## config.mk

```make
export PLATFORM = sky130hd
export DESIGN_NAME = memory_space_decoder
export DESIGN_NICKNAME = d
export VERILOG_FILES = /design/src/hdl/memory_space_decoder.v
export VERILOG_INCLUDE_DIRS = /design/src /design/src/hdl
export SDC_FILE = /design/constraint.sdc
export NUM_CORES = 1
export LEC_CHECK = 0
export ABC_AREA = 1
export BUFFER_PORTS_ARGS = -buffer_cell sky130_fd_sc_hd__buf_4
export CORE_ASPECT_RATIO = 1.4
export CORE_MARGIN = 2
export CORE_UTILIZATION = 30
export CTS_BUF_LIST = sky130_fd_sc_hd__clkbuf_16
export CTS_CLUSTER_DIAMETER = 60
export DETAILED_ROUTE_END_ITERATION = 6
export PLACE_DENSITY = 0.51
export SLEW_MARGIN = 20
export SYNTH_ARGS = -nofsm -noshare
export SYNTH_HDL_FRONTEND = slang
export SYNTH_SLANG_ARGS = --single-unit
```

## constraint.sdc

```tcl
create_clock -name sys_clk -period 5.4 [get_ports sys_clk]
set_input_delay 1.08 -clock sys_clk [delete_from_list [all_inputs] [get_ports sys_clk]]
set_output_delay 1.08 -clock sys_clk [all_outputs]
set_load 0.005 [all_outputs]
```

## src/hdl/memory_space_decoder_defs.vh

```
// Address map constants for the linear memory space decoder.
`ifndef MEMORY_SPACE_DECODER_DEFS_VH
`define MEMORY_SPACE_DECODER_DEFS_VH

// ****************************************************************
// Address map (24-bit byte addresses)
// ****************************************************************
`define ADDR_W 24
`define SEG_W 8
`define PAGE_W 2
`define FLASH_INT_BASE 24'hffff00
`define TRAP_HI_BASE 24'hf00000
`define EMULATED_PROGRAM_SRAM_MIRROR_BASE 24'he90000
`define EMULATED_PROGRAM_SRAM_BASE 24'he80000
`define PROGRAM_SRAM_MIRROR_BASE 24'he10000
`define PROGRAM_SRAM_BASE 24'he00000
`define PROG_RSV_BASE 24'hcc0000
`define FLASH2_BASE 24'hc80000
`define FLASH1_BASE 24'hc40000
`define FLASH0_BASE 24'hc00000
`define EXT_MEM_HI_BASE 24'h400000
`define EXT_IO_BASE 24'h205800
`define SERIAL_REG_BASE 24'h204000
`define CAN_REG_BASE 24'h200000
`define EXT_MEM_MID_BASE 24'h010000
`define PRIMARY_REG_BASE 24'h00fe00
`define DUAL_PORT_RAM_BASE 24'h00f600
`define DUAL_PORT_RAM_RSV_BASE 24'h00f200
`define EXTENDED_REG_BASE 24'h00f000
`define EXTRA_REG_BASE 24'h00e000
`define DATA_SRAM_BASE 24'h00a000
`define DATA_SRAM_RSV_BASE 24'h008000
`define DUAL_PORT_RAM_BIT_BASE 24'h00fd00
`define FLASH_PARAM_BASE 24'h00f000
`define REG_AREA_BYTES 24'h000200
`define FLASH_MOD_W 18
`define FLASH_SECTOR_W 12
`define FLASH_PAGE_W 7
`define FLASH_LINE_W 4
`define FLASH_CLUSTER_W 3
`define PROGRAM_SRAM_OFF_W 16
`define DUAL_PORT_RAM_OFF_W 11
`define GPR_BANK_BYTES 11'h020
`define PROGRAM_SRAM_PROT_RESET 16'h0000

// ****************************************************************
// Target codes (one-hot)
// ****************************************************************
`define TGT_W 12
`define TGT_NONE 12'h000
`define TGT_EXT 12'h001
`define TGT_EXT_IO 12'h002
`define TGT_BUS_UNIT 12'h004
`define TGT_FLASH 12'h008
`define TGT_PROGRAM_SRAM 12'h010
`define TGT_EMULATED_PROGRAM_SRAM 12'h020
`define TGT_FLASH_IF 12'h040
`define TGT_PRIMARY 12'h080
`define TGT_EXTENDED 12'h100
`define TGT_EXTRA 12'h200
`define TGT_DUAL_PORT_RAM 12'h400
`define TGT_DATA_SRAM 12'h800

`endif

```

## src/hdl/memory_space_decoder.v

```verilog
// Address decoder and router for the 16-Mbyte linear memory space.
// Behaviour
// - Linear 16 MB: 256 segments, 1024 pages
// - Code, data, registers share one space
// - Byte and word accesses everywhere
// - Data and dual-port RAMs and register areas in segment 0
// - Two 512-byte word register areas
// - Dual-port RAM holds 16-register banks
// - Top 256 dual-port RAM bytes bit-addressable
// - Active register bank locations bit-addressable
// - Program memories via code unit, others via data unit
// - System bus carries both directions concurrently
// - Programmable-size program SRAM write protection
// - Serial and CAN windows via bus unit
// - External I/O disables pipeline optimisations
// - About 12 MB of external memory windows
// - Up to three 256 KB flash modules, 4 KB sectors
// - Top sector of flash segment 0 reserved
// - Sector erase, 128-byte program blocks
// - Write protection per sector cluster
// - Flash read protection, password unlock
// - 128-bit flash reads, always corrected
// - Flash modules accessed in parallel
`timescale 1ns/100ps
`default_nettype none
`include "memory_space_decoder_defs.vh"

module memory_space_decoder (
  input wire sys_clk,
  input wire reset,
  // Code fetch side.
  input wire fetch_valid,
  input wire [23:0] fetch_addr,
  output wire fetch_ready,
  output reg fetch_done,
  output reg [11:0] fetch_target,
  output reg [23:0] fetch_phys_addr,
  output reg fetch_trap,
  // Data transfer side.
  input wire data_valid,
  input wire data_write,
  input wire data_word,
  input wire [23:0] data_addr,
  output wire data_ready,
  output reg data_done,
  output reg [11:0] data_target,
  output reg [23:0] data_phys_addr,
  output reg data_byte_hi,
  output reg data_trap,
  output reg data_write_blocked,
  output reg data_bit_ok,
  output reg data_strict_order,
  output reg code_unit_sel,
  output reg [7:0] data_segment,
  output reg [1:0] data_page,
  // Flash routing.
  output reg [2:0] flash_module_sel,
  output reg [5:0] flash_sector,
  output reg [2:0] flash_cluster,
  output reg [10:0] flash_block,
  output reg [13:0] flash_line,
  // Configuration.
  input wire [15:0] program_sram_protect_size,
  input wire [7:0] flash_wp_clusters,
  input wire flash_read_protect,
  input wire flash_unlocked,
  input wire [10:0] context_base
);

  // ****************************************************************
  // Decode function
  // ****************************************************************
  // Returns {trap, target, physical address} for an address.
  function [36:0] decode;
    input [23:0] a;
    reg [11:0] t;
    reg [23:0] p;
    reg tr;
    begin
      t = `TGT_NONE;
      p = a;
      tr = 1'b0;
      if (a >= `FLASH_INT_BASE) begin
        t = `TGT_FLASH_IF;
      end else if (a >= `TRAP_HI_BASE) begin
        tr = 1'b1;
      end else if (a >= `EMULATED_PROGRAM_SRAM_MIRROR_BASE) begin
        t = `TGT_EMULATED_PROGRAM_SRAM;
        p = {a[23:16] & 8'h00 | 8'he8, a[15:0]};
      end else if (a >= `EMULATED_PROGRAM_SRAM_BASE) begin
        t = `TGT_EMULATED_PROGRAM_SRAM;
      end else if (a >= `PROGRAM_SRAM_MIRROR_BASE) begin
        t = `TGT_PROGRAM_SRAM;
        p = {8'he0, a[15:0]};
      end else if (a >= `PROGRAM_SRAM_BASE) begin
        t = `TGT_PROGRAM_SRAM;
      end else if (a >= `PROG_RSV_BASE) begin
        tr = 1'b1;
      end else if (a >= `FLASH0_BASE) begin
        if (a[23:12] == 12'hc0f) begin
          tr = 1'b1;
        end else begin
          t = `TGT_FLASH;
        end
      end else if (a >= `EXT_MEM_HI_BASE) begin
        t = `TGT_EXT;
      end else if (a >= `EXT_IO_BASE) begin
        t = `TGT_EXT_IO;
      end else if (a >= `CAN_REG_BASE) begin
        t = `TGT_BUS_UNIT;
      end else if (a >= `EXT_MEM_MID_BASE) begin
        t = `TGT_EXT;
      end else if (a >= `PRIMARY_REG_BASE) begin
        t = `TGT_PRIMARY;
      end else if (a >= `DUAL_PORT_RAM_BASE) begin
        t = `TGT_DUAL_PORT_RAM;
      end else if (a >= `DUAL_PORT_RAM_RSV_BASE) begin
        tr = 1'b1;
      end else if (a >= `EXTENDED_REG_BASE) begin
        t = `TGT_EXTENDED;
      end else if (a >= `EXTRA_REG_BASE) begin
        t = `TGT_EXTRA;
      end else if (a >= `DATA_SRAM_BASE) begin
        t = `TGT_DATA_SRAM;
      end else if (a >= `DATA_SRAM_RSV_BASE) begin
        tr = 1'b1;
      end else begin
        t = `TGT_EXT;
      end
      decode = {tr, t, p};
    end
  endfunction

  // ****************************************************************
  // Flash module busy tracking
  // ****************************************************************
  // Each module has its own one-cycle busy flag, so accesses to
  // different modules never wait on each other.
  wire [36:0] fetch_dec;
  wire [36:0] data_dec;
  wire [2:0] fetch_mod;
  wire [2:0] data_mod;
  wire flash_clash;
  wire [2:0] module_busy_next;

  assign fetch_dec = decode(fetch_addr);
  assign data_dec = decode(data_addr);

  // ****************************************************************
  // Decode word slices
  // ****************************************************************
  // The decode word is {trap, one-hot target, physical address}.
  wire fetch_trap_now;
  wire [11:0] fetch_tgt_now;
  wire [23:0] fetch_phys_now;
  wire fetch_is_flash;
  wire data_trap_now;
  wire [11:0] data_tgt_now;
  wire [23:0] data_phys_now;
  wire data_is_flash;
  wire data_is_dual_port_ram;
  wire data_taken;

  assign fetch_trap_now = fetch_dec[36];
  assign fetch_tgt_now = fetch_dec[35:24];
  assign fetch_phys_now = fetch_dec[23:0];
  assign fetch_is_flash = fetch_dec[27];
  assign data_trap_now = data_dec[36];
  assign data_tgt_now = data_dec[35:24];
  assign data_phys_now = data_dec[23:0];
  assign data_is_flash = data_dec[27];
  assign data_is_dual_port_ram = data_dec[34];

  genvar m;
  generate
    for (m = 0; m < 3; m = m + 1) begin : g_mod
      assign fetch_mod[m] = fetch_valid & fetch_is_flash &
        (fetch_addr[19:18] == m);
      assign data_mod[m] = data_valid & data_is_flash &
        (data_addr[19:18] == m);
      assign module_busy_next[m] = fetch_mod[m] | data_mod[m];
    end
  endgenerate

  // Both units may hit the same module; the code side wins that cycle.
  assign flash_clash = |(fetch_mod & data_mod);
  assign fetch_ready = 1'b1;
  assign data_ready = ~flash_clash;
  // A refused data request leaves the held data results untouched, but the flash sector, cluster, block and line fields still load its address.
  assign data_taken = data_valid & ~flash_clash;

  // ****************************************************************
  // Data-side checks
  // ****************************************************************
  wire [2:0] data_cluster;
  wire program_sram_hit;
  wire program_sram_protected;
  wire flash_wp_hit;
  wire flash_rd_block;
  wire [23:0] dp_diff;
  wire [10:0] dp_off;
  wire reg_area_hit;
  wire prog_mem_hit;
  wire in_bank;
  wire bit_region;

  assign data_cluster = data_addr[17:15];
  assign program_sram_hit = data_dec[28];
  assign program_sram_protected = program_sram_hit &
    (data_dec[15:0] < program_sram_protect_size);
  assign flash_wp_hit = data_dec[27] &
    flash_wp_clusters[data_cluster];
  assign flash_rd_block = data_dec[27] & flash_read_protect &
    ~flash_unlocked;
  // The offset is taken modulo the RAM size; the target gate below
  // keeps addresses outside the dual-port RAM from matching a bank.
  assign dp_diff = data_addr - `DUAL_PORT_RAM_BASE;
  assign dp_off = dp_diff[10:0];
  assign in_bank = (dp_off >= context_base) &
    (dp_off < context_base + `GPR_BANK_BYTES);
  assign bit_region = (data_addr >= `DUAL_PORT_RAM_BIT_BASE) &
    (data_addr < `PRIMARY_REG_BASE);
  assign reg_area_hit = |(data_tgt_now &
    (`TGT_PRIMARY | `TGT_EXTENDED));
  // Program memories belong to the code unit, the rest to data.
  assign prog_mem_hit = |(data_tgt_now &
    (`TGT_FLASH | `TGT_PROGRAM_SRAM | `TGT_EMULATED_PROGRAM_SRAM));

  // ****************************************************************
  // Fetch answer
  // ****************************************************************
  // Results hold until the next taken fetch; done pulses one cycle.
  always @(posedge sys_clk or posedge reset) begin
    if (reset) begin
      fetch_done <= 1'b0;
      fetch_target <= `TGT_NONE;
      fetch_phys_addr <= 24'h000000;
      fetch_trap <= 1'b0;
    end else begin
      fetch_done <= fetch_valid;
      if (fetch_valid) begin
        fetch_target <= fetch_tgt_now;
        fetch_phys_addr <= fetch_phys_now;
        fetch_trap <= fetch_trap_now;
      end
    end
  end

  // ****************************************************************
  // Data answer
  // ****************************************************************
  always @(posedge sys_clk or posedge reset) begin
    if (reset) begin
      data_done <= 1'b0;
      data_target <= `TGT_NONE;
      data_phys_addr <= 24'h000000;
      data_byte_hi <= 1'b0;
      data_segment <= 8'h00;
      data_page <= 2'h0;
    end else begin
      data_done <= data_taken;
      if (data_taken) begin
        data_target <= data_tgt_now;
        data_phys_addr <= {data_phys_now[23:1],
          data_phys_now[0] & ~data_word};
        data_byte_hi <= ~data_word & data_addr[0];
        data_segment <= data_addr[23:16];
        data_page <= data_addr[15:14];
      end
    end
  end

  // ****************************************************************
  // Data attributes
  // ****************************************************************
  always @(posedge sys_clk or posedge reset) begin
    if (reset) begin
      data_trap <= 1'b0;
      data_write_blocked <= 1'b0;
      data_bit_ok <= 1'b0;
      data_strict_order <= 1'b0;
      code_unit_sel <= 1'b0;
    end else begin
      if (data_taken) begin
        data_trap <= data_trap_now | flash_rd_block;
        data_write_blocked <= data_write &
          (program_sram_protected | flash_wp_hit);
        data_bit_ok <= reg_area_hit |
          (data_is_dual_port_ram & (bit_region | in_bank));
        data_strict_order <= data_dec[25];
        code_unit_sel <= prog_mem_hit;
      end
    end
  end

  // ****************************************************************
  // Flash routing
  // ****************************************************************
  // Sector fields follow the data address even on fetch-only cycles.
  always @(posedge sys_clk or posedge reset) begin
    if (reset) begin
      flash_module_sel <= 3'h0;
      flash_sector <= 6'h00;
      flash_cluster <= 3'h0;
      flash_block <= 11'h000;
      flash_line <= 14'h0000;
    end else begin
      if (|module_busy_next) begin
        flash_module_sel <= module_busy_next;
        flash_sector <= data_addr[17:12];
        flash_cluster <= data_cluster;
        flash_block <= data_addr[17:7];
        flash_line <= data_addr[17:4];
      end
    end
  end

endmodule
`default_nettype wire

```

==> key figures <==
Placement
  – Gpl congestion: ~0.93
  – Port Buf Inserts: 219
  – DP Wirelength: around 15 mm
  – Placed Area: approximately 7700 µm²

Logic synthesis
  – Syn Inst Count: around 780
  – Main combinational cell family by area after synthesis: simple AND/OR/NAND/NOR gates
  – Synth area leader: dfrtp_1
  – Predominant post-synthesis flop cell: dfrtp_1
  – Synth warn: 0
  – Synth Area in Simple Gates: around 27%
  – Mapped Area: approximately 6000 µm²
  – Commonest cells in the netlist: 258 x nand2_1, 104 x dfrtp_1, 91 x inv_1
  – Synth Area in Adders: ~7.5%
  – Synth Area in XOR/XNOR: less than 1%
  – Area fraction of the dominant cell type after synthesis: a little over two fifths
  – Avg Cell Area, Syn: ~7.6 µm²
  – Register area share after synthesis: 43.5%
  – Yosys cell types: 39
  – Post-synthesis mux area share: 0%
  – Top post-synthesis cells by area: dfrtp_1 44%, nand2_1 16%, ha_1 7.5%
  – Syn Nets: 911
  – Count leader, synth: nand2_1
  – Synth Area in Compound Gates: 10.1%
  – EDFF count, synth: 0
  – Async set-reset flop share out of synthesis: 100%
  – Seq cells post-synth: roughly 100

Clock tree
  – Clock transition at path regs: ~0.07 ns
  – Clock sinks: around 100
  – CTS Buf Count: 9
  – Hold Buf Count CTS: 0
  – Post-CTS Resized: 0
  – H-tree levels: 3
  – CTS tree: yes
  – Root Driver: clkbuf_16
  – Postcts setup bufs: 0
  – Clock Latency Late Sink: between 0.3 and 0.4 ns
  – Maximum clock path buffer count: 2

Setup path
  – Critical path class: input pin to primary output
  – Crit path launch type: input pin
  – Crit path cell chain: buf_4, nand2_1, o21ai_1, nor2_2, nand3_2, nor2_1, inv_1, o211a_1, buf_4
  – Reg2Reg Setup Slack: around 4.7 ns
  – CP Depth: 9
  – Largest delay share family, worst path: simple AND/OR/NAND/NOR gates
  – Critical Path AT: about 2.4 ns
  – CP Capture Type: primary output
  – CP max stage cell: o211a_1
  – CP Data Required Time: approximately 4.3 ns
  – CP bufs+invs: 3
  – R2R cell count: 2
  – Critical path's most frequent cell: buf_4
  – Max incr delay on CP: 0.24 ns
  – CP max FO: 6

Timing
  – Tmin final: 3.50 ns
  – Final worst path period share: around 65%
  – RSZ-0062 raised after global routing: no
  – Final Setup Violations: 0
  – Clock Skew: 0 ns
  – Relative slew slack: 34.4%
  – Endpoints failing hold: 0
  – Max Transition Viols Final: 0
  – Worst Tran Pin Value: between 0.9 and 1 ns
  – Setup TNS: 0 ns
  – Max Clock Freq: between 200 and 300 MHz

Hold path
  – Hold Path Depth: 2
  – Min-delay worst type: flop to flop

Floorplanning
  – Chip Width: roughly 120 µm
  – Die H: between 150 and 200 µm
  – Die footprint: 21100 µm²
  – Row count: 61
  – Initial cell density of the core: around 30%
  – Core Footprint: a little under 20000 µm²
  – I/O pin cnt: about 220

Run status
  – Outcome: complete, no violations

Routing
  – Vias/cell: roughly 4.5
  – Iter 0 DRT Violations: 293
  – Final WL: 18.8 mm
  – DRT antenna net count: 0
  – TritonRoute pass-1 iters: 5
  – DR WL/cell: 15.3 µm
  – DRC errors left: 0
  – Via count: 5577

Global route
  – Initial antenna violation count: 0
  – GRT Resource Usage Total: 18.1%
  – Vias in the first global route: 5500
  – GRT overflow: 0
  – Largest net degree at the start of global routing: 73
  – First-pass GRT wire length: between 20 and 30 mm

Layout
  – Layout Nets: roughly 1100
  – Post-Route Utilization: 40.3%
  – Share of cells above drive strength 1: 27.0%
  – Synth-to-layout area growth: 32.7%
  – Antenna Cells: 0
  – Filler cells: between 2000 and 2500
  – Cell area after layout: around 7900 µm²

Power and ir drop
  – VDD IR max: ~0.00014 V
  – Pwr dens: 258 nW/µm²
  – Leakage: roughly 4.3 nW

Job
  – Total of max-cap violations: 0
## sequential cells by signal (all words and copies together), names as in the netlist
| register | cells |
|---|---|
| flash_block | 5 |
| data_phys_addr | 24 |
| fetch_phys_addr | 24 |
| data_target | 12 |
| fetch_trap | 1 |
| fetch_target | 12 |
| flash_module_sel | 3 |
| flash_line | 3 |
| data_write_blocked | 1 |
| flash_sector | 6 |
| fetch_done | 1 |
| data_done | 1 |
| data_trap | 1 |
| code_unit_sel | 1 |
| data_segment | 8 |
| data_bit_ok | 1 |
## cells by family after synthesis
group / Yosys count
buffers and inverters: 145
flip-flops: 104
AND/OR/NAND/NOR: 382
adder cells (fa/ha/maj): 36
other: 1
AO/OA/AOI/OAI: 112
XOR/XNOR: 4
## worst min-delay path, cell delays in order (launching register included)
cell and delay (ns):
dfrtp_1 0.35, nand2_1 0.05, nand2_1 0.05
## where the power goes
group	internal, mW	switching (mW)
Clock	0.314	0.313
Sequential	0.858	0.0605
Combinational	0.260	0.245
Total	1.43	0.618
## final cells by class
cell class	instances	area, µm²	share of cell area (%)
well taps	252	315	3.97
multi-input cells	535	2710	34.1
clock inverters	6	46.3	0.583
repair buffers	222	1670	21.0
flip-flops and latches	104	2600	32.8
clock buffers	9	225	2.84
inverters	99	374	4.71
## per-layer routing
| metal | track usage (%) | wire length [µm] | vias up |
|---|---|---|---|
| met2 | 34.1 | 10200 | 149 |
| li1 | - | - | 2828 |
| met1 | 20.0 | 7150 | 2582 |
| met5 | 0 | 0 | - |
| met3 | 4.23 | 1080 | 18 |
| met4 | 4.59 | 323 | 0 |
## worst paths after layout
path	startpoint	end
max reg2reg	data_target[1]$_DFFE_PP0P_	data_target[1]$_DFFE_PP0P_
max	fetch_addr[23]	data_ready
min in group asynchronous	reset	data_segment[6]$_DFFE_PP0P_
max in group asynchronous	reset	flash_line[2]$_DFFE_PP0P_
min reg2reg	fetch_phys_addr[10]$_DFFE_PP0P_	fetch_phys_addr[10]$_DFFE_PP0P_
min	fetch_phys_addr[10]$_DFFE_PP0P_	fetch_phys_addr[10]$_DFFE_PP0P_
## layout by cell type (no fill, tap or decap), drive strengths merged, types with 7 or more instances in the layout
cell type | netlist | layout
a21oi | 29 | 29
buf | 39 | 222
clkbuf | 7 | 9
dfrtp | 104 | 104
ha | 36 | 36
inv | 98 | 101
nand2 | 262 | 262
nand3 | 36 | 36
nand4 | 8 | 8
nor2 | 60 | 60
nor3 | 7 | 7
o21ai | 69 | 69
## through the flow
stage / total power [mW] / setup slack (ns) / instances / hold slack (ns)
final: 2.05 / 1.90 / 1227 / 0.475
after global routing: 2.18 / 1.74 / 1227 / 0.493
after CTS: 2.09 / 1.89 / 1227 / 0.479
after detailed placement: 1.45 / 1.90 / 1212 / 0.460
after global placement: 1.45 / 1.94 / 1212 / 0.455
after floorplan: 1.18 / 1.59 / 784 / 0.465
Note: power is estimated with default switching activity, not from simulation.
